===== src/logic/bafe_pkg.sv =====
package bafe_pkg;

	// ==========================================================
	// Register offsets.
	localparam logic [7:0] OFS_NEG_LEAD_STATUS = 8'h13;
	localparam logic [7:0] OFS_GENERAL_IO_PORT = 8'h14;
	localparam logic [7:0] OFS_PACING_SELECT   = 8'h15;
	localparam logic [7:0] OFS_BREATHING_CTRL  = 8'h16;
	localparam logic [7:0] OFS_CONVERSION_SET  = 8'h17;

	// ==========================================================
	// Reset values.
	localparam logic [7:0] RST_GENERAL_IO_PORT = 8'h0f;
	localparam logic [7:0] RST_PACING_SELECT   = 8'h00;
	localparam logic [7:0] RST_BREATHING_CTRL  = 8'h00;
	localparam logic [7:0] RST_CONVERSION_SET  = 8'h00;
	localparam logic [1:0] RST_PORT_LATCH      = 2'h0;

	// ==========================================================
	// Field positions.
	localparam int POS_PORT_DIR_LO   = 0;
	localparam int POS_PORT_DIR_HI   = 1;
	localparam int POS_PORT_DATA_LO  = 4;
	localparam int POS_PORT_DATA_HI  = 5;
	localparam int POS_PACING_ON     = 0;
	localparam int POS_PACING_CHOICE = 1;
	localparam int POS_SHARED_REF    = 5;
	localparam int POS_BREATH_MODE   = 0;
	localparam int POS_BREATH_PHASE  = 2;
	localparam int POS_BREATH_MOD    = 6;
	localparam int POS_BREATH_DEMOD  = 7;
	localparam int POS_LEAD_COMP     = 1;
	localparam int POS_SINGLE_SHOT   = 3;
	localparam int POS_BREATH_FREQ   = 5;

	// ==========================================================
	// Modes and codes.
	localparam logic [1:0] BREATH_NONE     = 2'h0;
	localparam logic [1:0] BREATH_EXTERNAL = 2'h1;
	localparam logic [2:0] FREQ_FIRST_PIN  = 3'h2;

	// ==========================================================
	// Timing.
	localparam int CLK_HZ          = 20000000;
	localparam int MOD_BASE_HZ     = 64000;
	localparam int MOD_HALF_CYCLES = CLK_HZ / (2 * MOD_BASE_HZ);
	localparam int WAVE_CNT_W      = 15;

	// ==========================================================
	// Carriers.
	typedef struct packed {
		logic       wr;
		logic       rd;
		logic [7:0] addr;
		logic [7:0] wdata;
	} bafe_req_t;

	typedef struct packed {
		logic       pacing_circuit_on;
		logic       pacing_channel_choice;
		logic       shared_ref_pin_one;
		logic       breath_demod_on;
		logic       breath_mod_on;
		logic [2:0] breath_phase;
		logic [1:0] breath_mode;
		logic       single_shot;
		logic       lead_comparator_on;
	} bafe_ctl_t;

endpackage


===== src/logic/bafe_misc_regs.sv =====
`timescale 1ns/1ns
// Overview of operation
// RQ1: Negative lead status bit per channel reads 1 when detached, 0 when connected.
// RQ2: Port data bits at 14h read back the real pin levels in either direction.
// RQ3: Writing a port data bit drives the pin only when it is an output.
// RQ4: Direction bit 0 means output, 1 input; port register resets to 0Fh.
// RQ5: Pacing select bits 2:1 pick channel 1 for x0 and channel 2 for x1.
// RQ6: Pacing enable bit 0 turns the pacing circuit off at 0, on at 1.
// RQ7: Pacing register bit 5 connects the first shared reference pin when set.
// RQ8: Host writes zeros into pacing register bits 7:6.
// RQ9: Breathing bit 7 switches channel 1 demodulation on when set.
// RQ10: Breathing bit 6 switches channel 1 modulation on when set.
// RQ11: Phase field 4:2 picks 22.5 degree steps; code 111 unused.
// RQ12: Mode field 1:0 selects none, external, internal, internal with user signals.
// RQ13: Frequency code 000 gives 64kHz and 001 gives 32kHz modulation clock.
// RQ14: Frequency codes 010 to 111 put a halving square wave on port pin 1.
// RQ15: In internal mode the modulation signals appear on both modulation outputs.
// RQ16: Conversion register bit 3 selects continuous at 0, single shot at 1.
// RQ17: Conversion register bit 1 enables the lead comparator when set.
// RQ18: While breathing mode is active channel 1 delivers no signal samples.
// RQ19: Host ignores a lead status bit whose sense enable is not set.
// RQ20: Writes to the lead status register change nothing.
module bafe_misc_regs #(
	parameter int WAVE_BASE_HALF = bafe_pkg::MOD_HALF_CYCLES
) (
	input  wire logic                clk_i,
	input  wire logic                nrst_i,
	input  wire bafe_pkg::bafe_req_t req_i,
	output logic [7:0]               rdata_o,
	output logic                     rvalid_o,
	input  wire logic [1:0]          neg_detach_i,
	input  wire logic [1:0]          port_pin_i,
	output logic [1:0]               port_pin_o,
	output logic [1:0]               port_oe_o,
	output bafe_pkg::bafe_ctl_t      ctl_o,
	output logic                     breath_mod_out_pos_o,
	output logic                     breath_mod_out_neg_o,
	output logic                     ch1_samples_on_o
);

	// ==========================================================
	// State.
	typedef struct packed {
		logic [7:0] general_io_port;
		logic [1:0] port_latch;
		logic [7:0] pacing_select;
		logic [7:0] breathing_control;
		logic [7:0] conversion_setup;
		logic [7:0] rdata;
		logic       rvalid;
	} bafe_regs_state_t;

	bafe_regs_state_t st;
	bafe_regs_state_t next_st;

	logic [1:0] pin_level;
	logic [1:0] detach_sync;
	logic [1:0] negative_lead_status;
	logic [1:0] port_dir;
	logic [2:0] breath_frequency;
	logic [1:0] breath_mode;
	logic       breath_mod_on;
	logic       wave;
	logic       wave_run;
	logic       pin_wave_on;
	logic       mod_wave_on;
	logic [7:0] port_read;

	// ==========================================================
	// Input synchronisers.
	bafe_sync #(
		.W (4)
	) u_sync (
		.clk_i   (clk_i),
		.nrst_i  (nrst_i),
		.async_i ({neg_detach_i, port_pin_i}),
		.sync_o  ({detach_sync, pin_level})
	);

	// ==========================================================
	// Field decode.
	assign port_dir         = st.general_io_port[bafe_pkg::POS_PORT_DIR_HI:
	                                             bafe_pkg::POS_PORT_DIR_LO];
	assign breath_frequency = st.conversion_setup[bafe_pkg::POS_BREATH_FREQ +: 3];
	assign breath_mode      = st.breathing_control[bafe_pkg::POS_BREATH_MODE +: 2];
	assign breath_mod_on    = st.breathing_control[bafe_pkg::POS_BREATH_MOD];

	// Lead status follows the comparator only while it is powered.
	assign negative_lead_status = detach_sync &
		{2{st.conversion_setup[bafe_pkg::POS_LEAD_COMP]}}; // RQ1 RQ17

	// Port register read merges pin levels into the data field.
	always_comb begin
		port_read = st.general_io_port;
		port_read[bafe_pkg::POS_PORT_DATA_HI:bafe_pkg::POS_PORT_DATA_LO] = pin_level; // RQ2
	end

	// ==========================================================
	// Register writes and reads.
	always_comb begin
		next_st        = st;
		next_st.rvalid = req_i.rd;
		if (req_i.wr) begin
			if (req_i.addr == bafe_pkg::OFS_GENERAL_IO_PORT) begin
				next_st.general_io_port = req_i.wdata;
				next_st.general_io_port[bafe_pkg::POS_PORT_DATA_HI:
				                        bafe_pkg::POS_PORT_DATA_LO] = 2'h0;
				for (int i = 0; i < 2; i++) begin
					if (!port_dir[i]) begin
						next_st.port_latch[i] = req_i.wdata[bafe_pkg::POS_PORT_DATA_LO + i]; // RQ3
					end
				end
			end else if (req_i.addr == bafe_pkg::OFS_PACING_SELECT) begin
				next_st.pacing_select = req_i.wdata;
			end else if (req_i.addr == bafe_pkg::OFS_BREATHING_CTRL) begin
				next_st.breathing_control = req_i.wdata;
			end else if (req_i.addr == bafe_pkg::OFS_CONVERSION_SET) begin
				next_st.conversion_setup = req_i.wdata;
			end
			// The lead status offset holds no storage, so a write there is dropped.
		end
		if (req_i.rd) begin
			if (req_i.addr == bafe_pkg::OFS_NEG_LEAD_STATUS) begin
				next_st.rdata = {6'h00, negative_lead_status}; // RQ1 RQ20
			end else if (req_i.addr == bafe_pkg::OFS_GENERAL_IO_PORT) begin
				next_st.rdata = port_read; // RQ2
			end else if (req_i.addr == bafe_pkg::OFS_PACING_SELECT) begin
				next_st.rdata = st.pacing_select;
			end else if (req_i.addr == bafe_pkg::OFS_BREATHING_CTRL) begin
				next_st.rdata = st.breathing_control;
			end else if (req_i.addr == bafe_pkg::OFS_CONVERSION_SET) begin
				next_st.rdata = st.conversion_setup;
			end else begin
				next_st.rdata = 8'h00;
			end
		end
		if (!nrst_i) begin
			next_st.general_io_port   = bafe_pkg::RST_GENERAL_IO_PORT; // RQ4
			next_st.port_latch        = bafe_pkg::RST_PORT_LATCH;
			next_st.pacing_select     = bafe_pkg::RST_PACING_SELECT;
			next_st.breathing_control = bafe_pkg::RST_BREATHING_CTRL;
			next_st.conversion_setup  = bafe_pkg::RST_CONVERSION_SET;
			next_st.rdata             = 8'h00;
			next_st.rvalid            = 1'b0;
		end
	end

	always_ff @(posedge clk_i) begin
		st <= next_st;
	end

	assign rdata_o  = st.rdata;
	assign rvalid_o = st.rvalid;

	// ==========================================================
	// Modulation clock and port square wave.
	assign pin_wave_on = (breath_frequency >= bafe_pkg::FREQ_FIRST_PIN) &&
	                     (breath_mode != bafe_pkg::BREATH_NONE); // RQ14
	assign mod_wave_on = (breath_frequency < bafe_pkg::FREQ_FIRST_PIN) && breath_mod_on &&
	                     breath_mode[1]; // RQ13 RQ15
	assign wave_run    = pin_wave_on || mod_wave_on;

	bafe_wave_gen u_wave (
		.clk_i       (clk_i),
		.nrst_i      (nrst_i),
		.run_i       (wave_run),
		.code_i      (breath_frequency),
		.base_half_i (WAVE_BASE_HALF[bafe_pkg::WAVE_CNT_W-1:0]),
		.wave_o      (wave)
	);

	assign breath_mod_out_pos_o = mod_wave_on & wave; // RQ15
	assign breath_mod_out_neg_o = mod_wave_on & ~wave; // RQ15

	// ==========================================================
	// Port pins.
	assign port_oe_o[1]  = ~port_dir[1]; // RQ4
	assign port_pin_o[1] = st.port_latch[1]; // RQ3
	assign port_oe_o[0]  = ~port_dir[0] | pin_wave_on; // RQ4 RQ14
	assign port_pin_o[0] = pin_wave_on ? wave : st.port_latch[0]; // RQ14

	// ==========================================================
	// Control outputs.
	assign ctl_o.pacing_circuit_on     = st.pacing_select[bafe_pkg::POS_PACING_ON]; // RQ6
	assign ctl_o.pacing_channel_choice = st.pacing_select[bafe_pkg::POS_PACING_CHOICE]; // RQ5
	assign ctl_o.shared_ref_pin_one    = st.pacing_select[bafe_pkg::POS_SHARED_REF]; // RQ7
	assign ctl_o.breath_demod_on       = st.breathing_control[bafe_pkg::POS_BREATH_DEMOD]; // RQ9
	assign ctl_o.breath_mod_on         = breath_mod_on; // RQ10
	assign ctl_o.breath_phase          = st.breathing_control[bafe_pkg::POS_BREATH_PHASE +: 3]; // RQ11
	assign ctl_o.breath_mode           = breath_mode; // RQ12
	assign ctl_o.single_shot           = st.conversion_setup[bafe_pkg::POS_SINGLE_SHOT]; // RQ16
	assign ctl_o.lead_comparator_on    = st.conversion_setup[bafe_pkg::POS_LEAD_COMP]; // RQ17
	assign ch1_samples_on_o            = (breath_mode == bafe_pkg::BREATH_NONE); // RQ18
endmodule


===== src/logic/bafe_sync.sv =====
`timescale 1ns/1ns
module bafe_sync #(
	parameter int W = 2
) (
	input  wire logic         clk_i,
	input  wire logic         nrst_i,
	input  wire logic [W-1:0] async_i,
	output logic      [W-1:0] sync_o
);

	// ==========================================================
	// Two flip-flop synchroniser.
	typedef struct packed {
		logic [W-1:0] first;
		logic [W-1:0] second;
	} bafe_sync_state_t;

	bafe_sync_state_t st;
	bafe_sync_state_t next_st;

	always_comb begin
		next_st.first  = async_i;
		next_st.second = st.first;
		if (!nrst_i) begin
			next_st = '0;
		end
	end

	always_ff @(posedge clk_i) begin
		st <= next_st;
	end

	assign sync_o = st.second;

endmodule


===== src/logic/bafe_wave_gen.sv =====
`timescale 1ns/1ns
module bafe_wave_gen (
	input  wire logic                           clk_i,
	input  wire logic                           nrst_i,
	input  wire logic                           run_i,
	input  wire logic [2:0]                     code_i,
	input  wire logic [bafe_pkg::WAVE_CNT_W-1:0] base_half_i,
	output logic                                wave_o
);

	// ==========================================================
	// Square wave whose half period doubles with each code step.
	typedef struct packed {
		logic [bafe_pkg::WAVE_CNT_W-1:0] cnt;
		logic [2:0]                      code;
		logic                            wave;
	} bafe_wave_state_t;

	bafe_wave_state_t                st;
	bafe_wave_state_t                next_st;
	logic [bafe_pkg::WAVE_CNT_W-1:0] half;

	assign half = base_half_i << code_i;

	always_comb begin
		next_st      = st;
		next_st.code = code_i;
		if (!run_i || (code_i != st.code)) begin
			next_st.cnt  = '0;
			next_st.wave = 1'b0;
		end else if (st.cnt >= half - 15'h0001) begin
			next_st.cnt  = '0;
			next_st.wave = ~st.wave;
		end else begin
			next_st.cnt = st.cnt + 15'h0001;
		end
		if (!nrst_i) begin
			next_st = '0;
		end
	end

	always_ff @(posedge clk_i) begin
		st <= next_st;
	end

	assign wave_o = st.wave;

endmodule


===== config.mk =====
export PLATFORM = sky130hd
export DESIGN_NAME = bafe_misc_regs
export DESIGN_NICKNAME = d
export VERILOG_FILES = /design/src/logic/bafe_pkg.sv /design/src/logic/bafe_misc_regs.sv /design/src/logic/bafe_sync.sv /design/src/logic/bafe_wave_gen.sv
export SDC_FILE = /design/constraint.sdc
export NUM_CORES = 1
export LEC_CHECK = 0
export ABC_AREA = 1
export BUFFER_PORTS_ARGS = -buffer_cell sky130_fd_sc_hd__buf_2
export CORE_ASPECT_RATIO = 0.9
export CORE_UTILIZATION = 50
export CTS_CLUSTER_SIZE = 25
export DETAILED_ROUTE_END_ITERATION = 10
export GPL_TIMING_DRIVEN = 0
export HOLD_SLACK_MARGIN = 0.15
export PLACE_DENSITY = 0.76
export SETUP_SLACK_MARGIN = 0.3
export SYNTH_ARGS = -nofsm -noshare
export SYNTH_HDL_FRONTEND = slang
export SYNTH_SLANG_ARGS = --single-unit

===== constraint.sdc =====
create_clock -name clk_i -period 3.3 [get_ports clk_i]
set_clock_uncertainty 0.05 [all_clocks]
set_input_delay 0.825 -clock clk_i [delete_from_list [all_inputs] [get_ports clk_i]]
set_output_delay 0.825 -clock clk_i [all_outputs]
set_load 0.01 [all_outputs]

### Word-level counts from Yosys, hierarchy flattened

Cells that the tools add are included.

* $add $sub $neg: 2
* magnitude comparators: 3
* equality and inequality tests: 6
* shift operators: 1
* mux-type cells: 6
* bitwise gates (word level): 11
* reduce and logical (&&, ||, !) cells: 16

Operators by type and width (number)
* $eq A8 B5 Y1 const B: 5
* $mux W8: 5
* $add A15 B1 Y15 const B: 1
* $ge A15 B15 Y1: 1
* $shl A8 B3 Y15 const A: 1
* $sub A15 B1 Y15 const B: 1
* $reduce_and A3 Y1: 3
* $not A1 Y1: 7
* $reduce_and A5 Y1: 1
* $reduce_and A4 Y1: 1
* $ge A3 B2 Y1 const B: 1
* $logic_and A1 B1 Y1: 3
* $lt A3 B2 Y1 const B: 1
* $ne A3 B3 Y1: 1
* $reduce_or A3 Y1: 1
* $and A1 B1 Y1: 2
* $and A2 B2 Y2: 1
* $logic_not A2 Y1: 1
* $logic_or A1 B1 Y1: 2
* $reduce_and A2 Y1: 1
* $reduce_bool A2 Y1: 1
* $reduce_or A2 Y1: 1
* $logic_not A1 Y1: 1
* $mux W1: 1
* $or A1 B1 Y1: 1

* register bits after elaboration: 68
* output and inout port bits: 28
* word-level logic and storage cells: 58

### Depth between registers and ports, before layout

* depth in word-level cells: 7
* depth in mapped cells: 17
* depth with buffers taken out: 17

### By module

From an unflattened synthesis, not the netlist that was laid out.

* cells, all modules: 688
* area, all modules: 4724.5 um^2

Modules (own cells, without submodules)
* bafe_misc_regs: instances 1, cells each 299, area an instance 2267.2 um^2, sequential area each 820.8 um^2
* bafe_wave_gen: instances 1, cells each 360, area an instance 2202.1 um^2, sequential area each 380.4 um^2
* bafe_sync: instances 1, cells each 29, area an instance 255.2 um^2, sequential area each 160.2 um^2

### Worst setup path after synthesis

OpenSTA, ideal clock, no wires.

* path type: register to register
* start point: reg st (netlist bit breath_frequency[1])
* end point: reg u_wave.st[11] (netlist name)
* library setup time: 61 ps
* data arrival time: 2385 ps
* data required time: 3189 ps
* slack: 803 ps
* stages on the path, launching flop included: 16
* buffers on the path: 1
* cell sequence: dfxtp_1 -> inv_4 -> ha_1 -> inv_1 -> o21ai_1 -> o2111ai_1 -> o21ai_1 -> ha_1 -> nand2_1 -> inv_1 -> nand2_1 -> nand2_1 -> a21oi_1 -> nand4_4 -> buf_12 -> nor2_4

* cells in the longest elaborated chain, start to end: 7
* elaborated cells on any way between the ends: 13
* those cells by class: add/sub (1); order compare (3); eq/ne (1); shift (1); reduce/logical (7)

Ends and longest elaborated chain
* start, declared: RTL line bafe_misc_regs.sv:53 `bafe_regs_state_t st;`
* start signal, assigned: RTL line bafe_misc_regs.sv:149 `st <= next_st;`
* branches (longest 6 deep; another with $sub A15 B1 Y15)
* $reduce_or A3 Y1 (no source line) (*)
* end signal, assigned: RTL line bafe_wave_gen.sv:43 `st <= next_st;`
* end, declared: RTL line bafe_wave_gen.sv:19 `bafe_wave_state_t st;`

Mark *: on every way between the ends.
A chain may end at the register's enable or synchronous reset.

### Final worst setup path

* start point: reg st (netlist bit breath_frequency[0])
* end point: reg u_wave.st[17] (netlist name)

Same word-level chain as after synthesis.

==> flow_metrics.py <==
metrics = {
    "layout": {
        "final_common_cell": "nand2_1",
        "final_cell_mix": "nand2_1 (99), inv_1 (68), dfxtp_1 (67)",
        "drive_above_1_share": 0.210,
        "fin_util": 0.618,
        "diodes": 0,
        "area_delta_synth_final_pct": 16.4,
        "stdcell_area_um2": 4490,
        "stdcell_count": 688,
        "final_nets": 634,
    },
    "synthesis": {
        "avgSynthCellArea_um2": 7.27,
        "synth_top_cell_by_area": "dfxtp_1",
        "synthArstFlopShare": 0,
        "synthesis.area_um2": 3850,
        "yosysWarnings": 0,
        "ys_types": 32,
        "ys_seq_elements": 68,
        "synth-edff-count": 0,
        "syn_nets": 573,
        "synth_seq_area_share": 0.353,
        "synth_top_area_share": 0.353,
        "syn_inst": 530,
        "synthFlopType": "dfxtp_1",
        "synthTopCellsByArea": "dfxtp_1 (35%), nand2_1 (9.6%), inv_1 (6.6%), ha_1 (6.2%), a21oi_1 (5.7%)",
    },
    "sta": {
        "drv_slew": 0,
        "fin_crit_sh": 0.854,
        "clock.fmax_ghz": 0.355,
        "fin_hold_ws_ns": 0.360,
        "setup_slack_ns": 0.482,
        "finalHoldViolations": 0,
        "layout_min_cycle_time_ns": 2.82,
        "worst_slew_pin_slew_ns": 0.470,
        "fin_setup_tns_ns": 0,
        "rsz0062_at_grt": "false",
        "final-setup-viol-count": 0,
        "relSlewSlack": 0.687,
    },
    "setup_path": {
        "cp.arrival_ns": 3.07,
        "rr_startpoint": "breath_frequency[0]",
        "crit_path_end": "u_wave.st[17]",
        "worstSetupStartpointType": "register",
        "cp.required_ns": 3.55,
        "criticalPathCategory": "reg -> reg",
        "worst-path-max-fanout": 10,
        "startpoint": "breath_frequency[0]",
        "r2r_cells": 16,
        "worst_setup_path_end_kind": "register",
        "r2r-end": "u_wave.st[17]",
        "r2r_slack_ns": 0.48,
    },
    "grt": {
        "use_met1": 0.348,
        "track_usage": 0.248,
        "grt_antenna_before_repair": 0,
        "grt_pass1_vias": 3248,
        "grt-ovfl-total": 0,
        "gr-usage-met2": 0.364,
        "grt_pass1_wl_um": 15300,
        "grt_max_degree": 13,
        "use_met3": 0.0627,
        "busiest_layer": "met2",
    },
    "floorplan": {
        "row_count": 29,
        "die_area_um2": 8060,
        "core_um2": 7260,
        "die_w_um": 94.5,
        "start_util": 0.531,
        "io_pins": 52,
        "die_height_um": 85.3,
    },
    "cts": {
        "path_clk_slew_ns": 0.08,
        "cts_buffers": 9,
        "clk_latency_ns": 0.36,
        "cts_buffer_depth": 2,
        "post-cts-setup-buffers": 0,
        "cts_tree": "yes",
        "root_buffer": "clkbuf_8",
        "htreeDepth": 3,
        "cts_sinks": 68,
    },
    "routing": {
        "first_pass_iters": 5,
        "initialDrtViolationCount": 307,
        "vias_per_cell": 5.22,
        "drtAntennaViolNets": 0,
        "drc_errors": 0,
        "wl_per_cell_um": 13.5,
        "num_vias": 3589,
        "wirelength_um": 9280,
    },
    "hold_path": {
        "hp-class": "reg -> reg",
        "min-delay-start": "u_sync.st[5]",
        "holdPathStages": 2,
    },
    "pwr": {
        "irDropWorstVdd_mv": 0.302,
        "p_leak_nw": 2.16,
        "total_power_mw": 1.82,
        "p_per_area_nw_per_um2": 405,
    },
    "placement": {
        "dp.cells": 673,
        "place.gp.congestion": 0.874,
        "place_area_um2": 4220,
        "hpwl_um": 6950,
        "io_buffers": 50,
        "dp_slack_ns": 0.393,
    },
    "job": {
        "drv_cap": 0,
    },
    "status": {
        "status": "finished clean",
    },
}
==> cells by family (layout without fill, tap and decap cells) <==
family                   after synthesis  count (layout)  synth area share
adder cells (fa/ha/maj)               19              19            0.0617
AO/OA/AOI/OAI                         91              91             0.125
flip-flops                            68              68             0.353
XOR/XNOR                              14              14            0.0318
buffers and inverters                110             175             0.136
AND/OR/NAND/NOR                      228             228             0.292
==> report_power, final <==
group / internal (mW) / switching (mW) / total [mW]
registers: 0.827 / 0.00265 / 0.830
logic: 0.0267 / 0.0538 / 0.0805
clock network: 0.577 / 0.332 / 0.909
total: 1.43 / 0.389 / 1.82
==> worst min-delay path by stage <==
stage	to	slack [ns]
4_1_cts	u_sync.sync_o[1]	0.37
3_3_place_gp	u_sync.sync_o[0]	0.35
6_report	u_sync.sync_o[1]	0.36
3_5_place_dp	u_sync.sync_o[1]	0.35
5_1_grt	u_sync.sync_o[1]	0.38
2_1_floorplan	u_sync.sync_o[0]	0.34
==> cell usage after synthesis, types with 2 or more instances <==
master / instances
clkbuf_1: 9
nor2_4: 12
dfxtp_1: 68
nor2_1: 42
buf_2: 3
buf_4: 24
nor2_2: 6
nand2_1: 99
nor3_1: 7
o21ai_0: 35
o21ai_1: 6
inv_1: 68
xor2_1: 7
o211ai_1: 3
nand3b_1: 7
a21oi_1: 44
nand4_1: 7
ha_1: 19
xnor2_1: 7
inv_2: 4
nand3_1: 41
nand2_4: 2
==> area by class of cell <==
class / count / area, um^2
Buffer: 37 / 249
Clock buffer: 9 / 124
Clock inverter: 6 / 138
Fill cell: 647 / 2770
Inverter: 73 / 277
Multi-Input combinational cell: 352 / 1970
Sequential cell: 68 / 1360
Tap cell: 93 / 116
Timing Repair Buffer: 50 / 250
==> layer usage <==
layer	vias to the layer above	share of wire
met5	-	0
met1	1591	0.48
met2	164	0.42
met4	0	0.018
li1	1810	-
met3	24	0.077
==> critical path: stages, from the launching register on <==
cell and delay (ns):
dfxtp_1 0.36, buf_2 0.21, inv_2 0.09, ha_1 0.28, inv_1 0.05, o21ai_1 0.20, o2111ai_1 0.15, o21ai_1 0.14
ha_1 0.26, nand2_1 0.07, inv_1 0.05, nand2_1 0.06, nand2_1 0.06, a21oi_2 0.20, nand4_4 0.21, buf_12 0.23
nor2_4 0.08
==> timing repair <==
item / CTS / global route
gates resized for setup: 0 / 2
endpoints found under the setup margin: 0 / 11
hold buffers: 0 / 0
==> flip-flops by register name, summed over array words and instances (netlist names), 2 cells and up <==
register and flops:
u_wave.st 18, ctl_o 12, st 10, rdata_o 8
port_read 4, u_sync.st 4, u_sync.sync_o 4, breath_frequency 3
port_dir 2
Note: power is estimated with default switching activity, not from simulation.
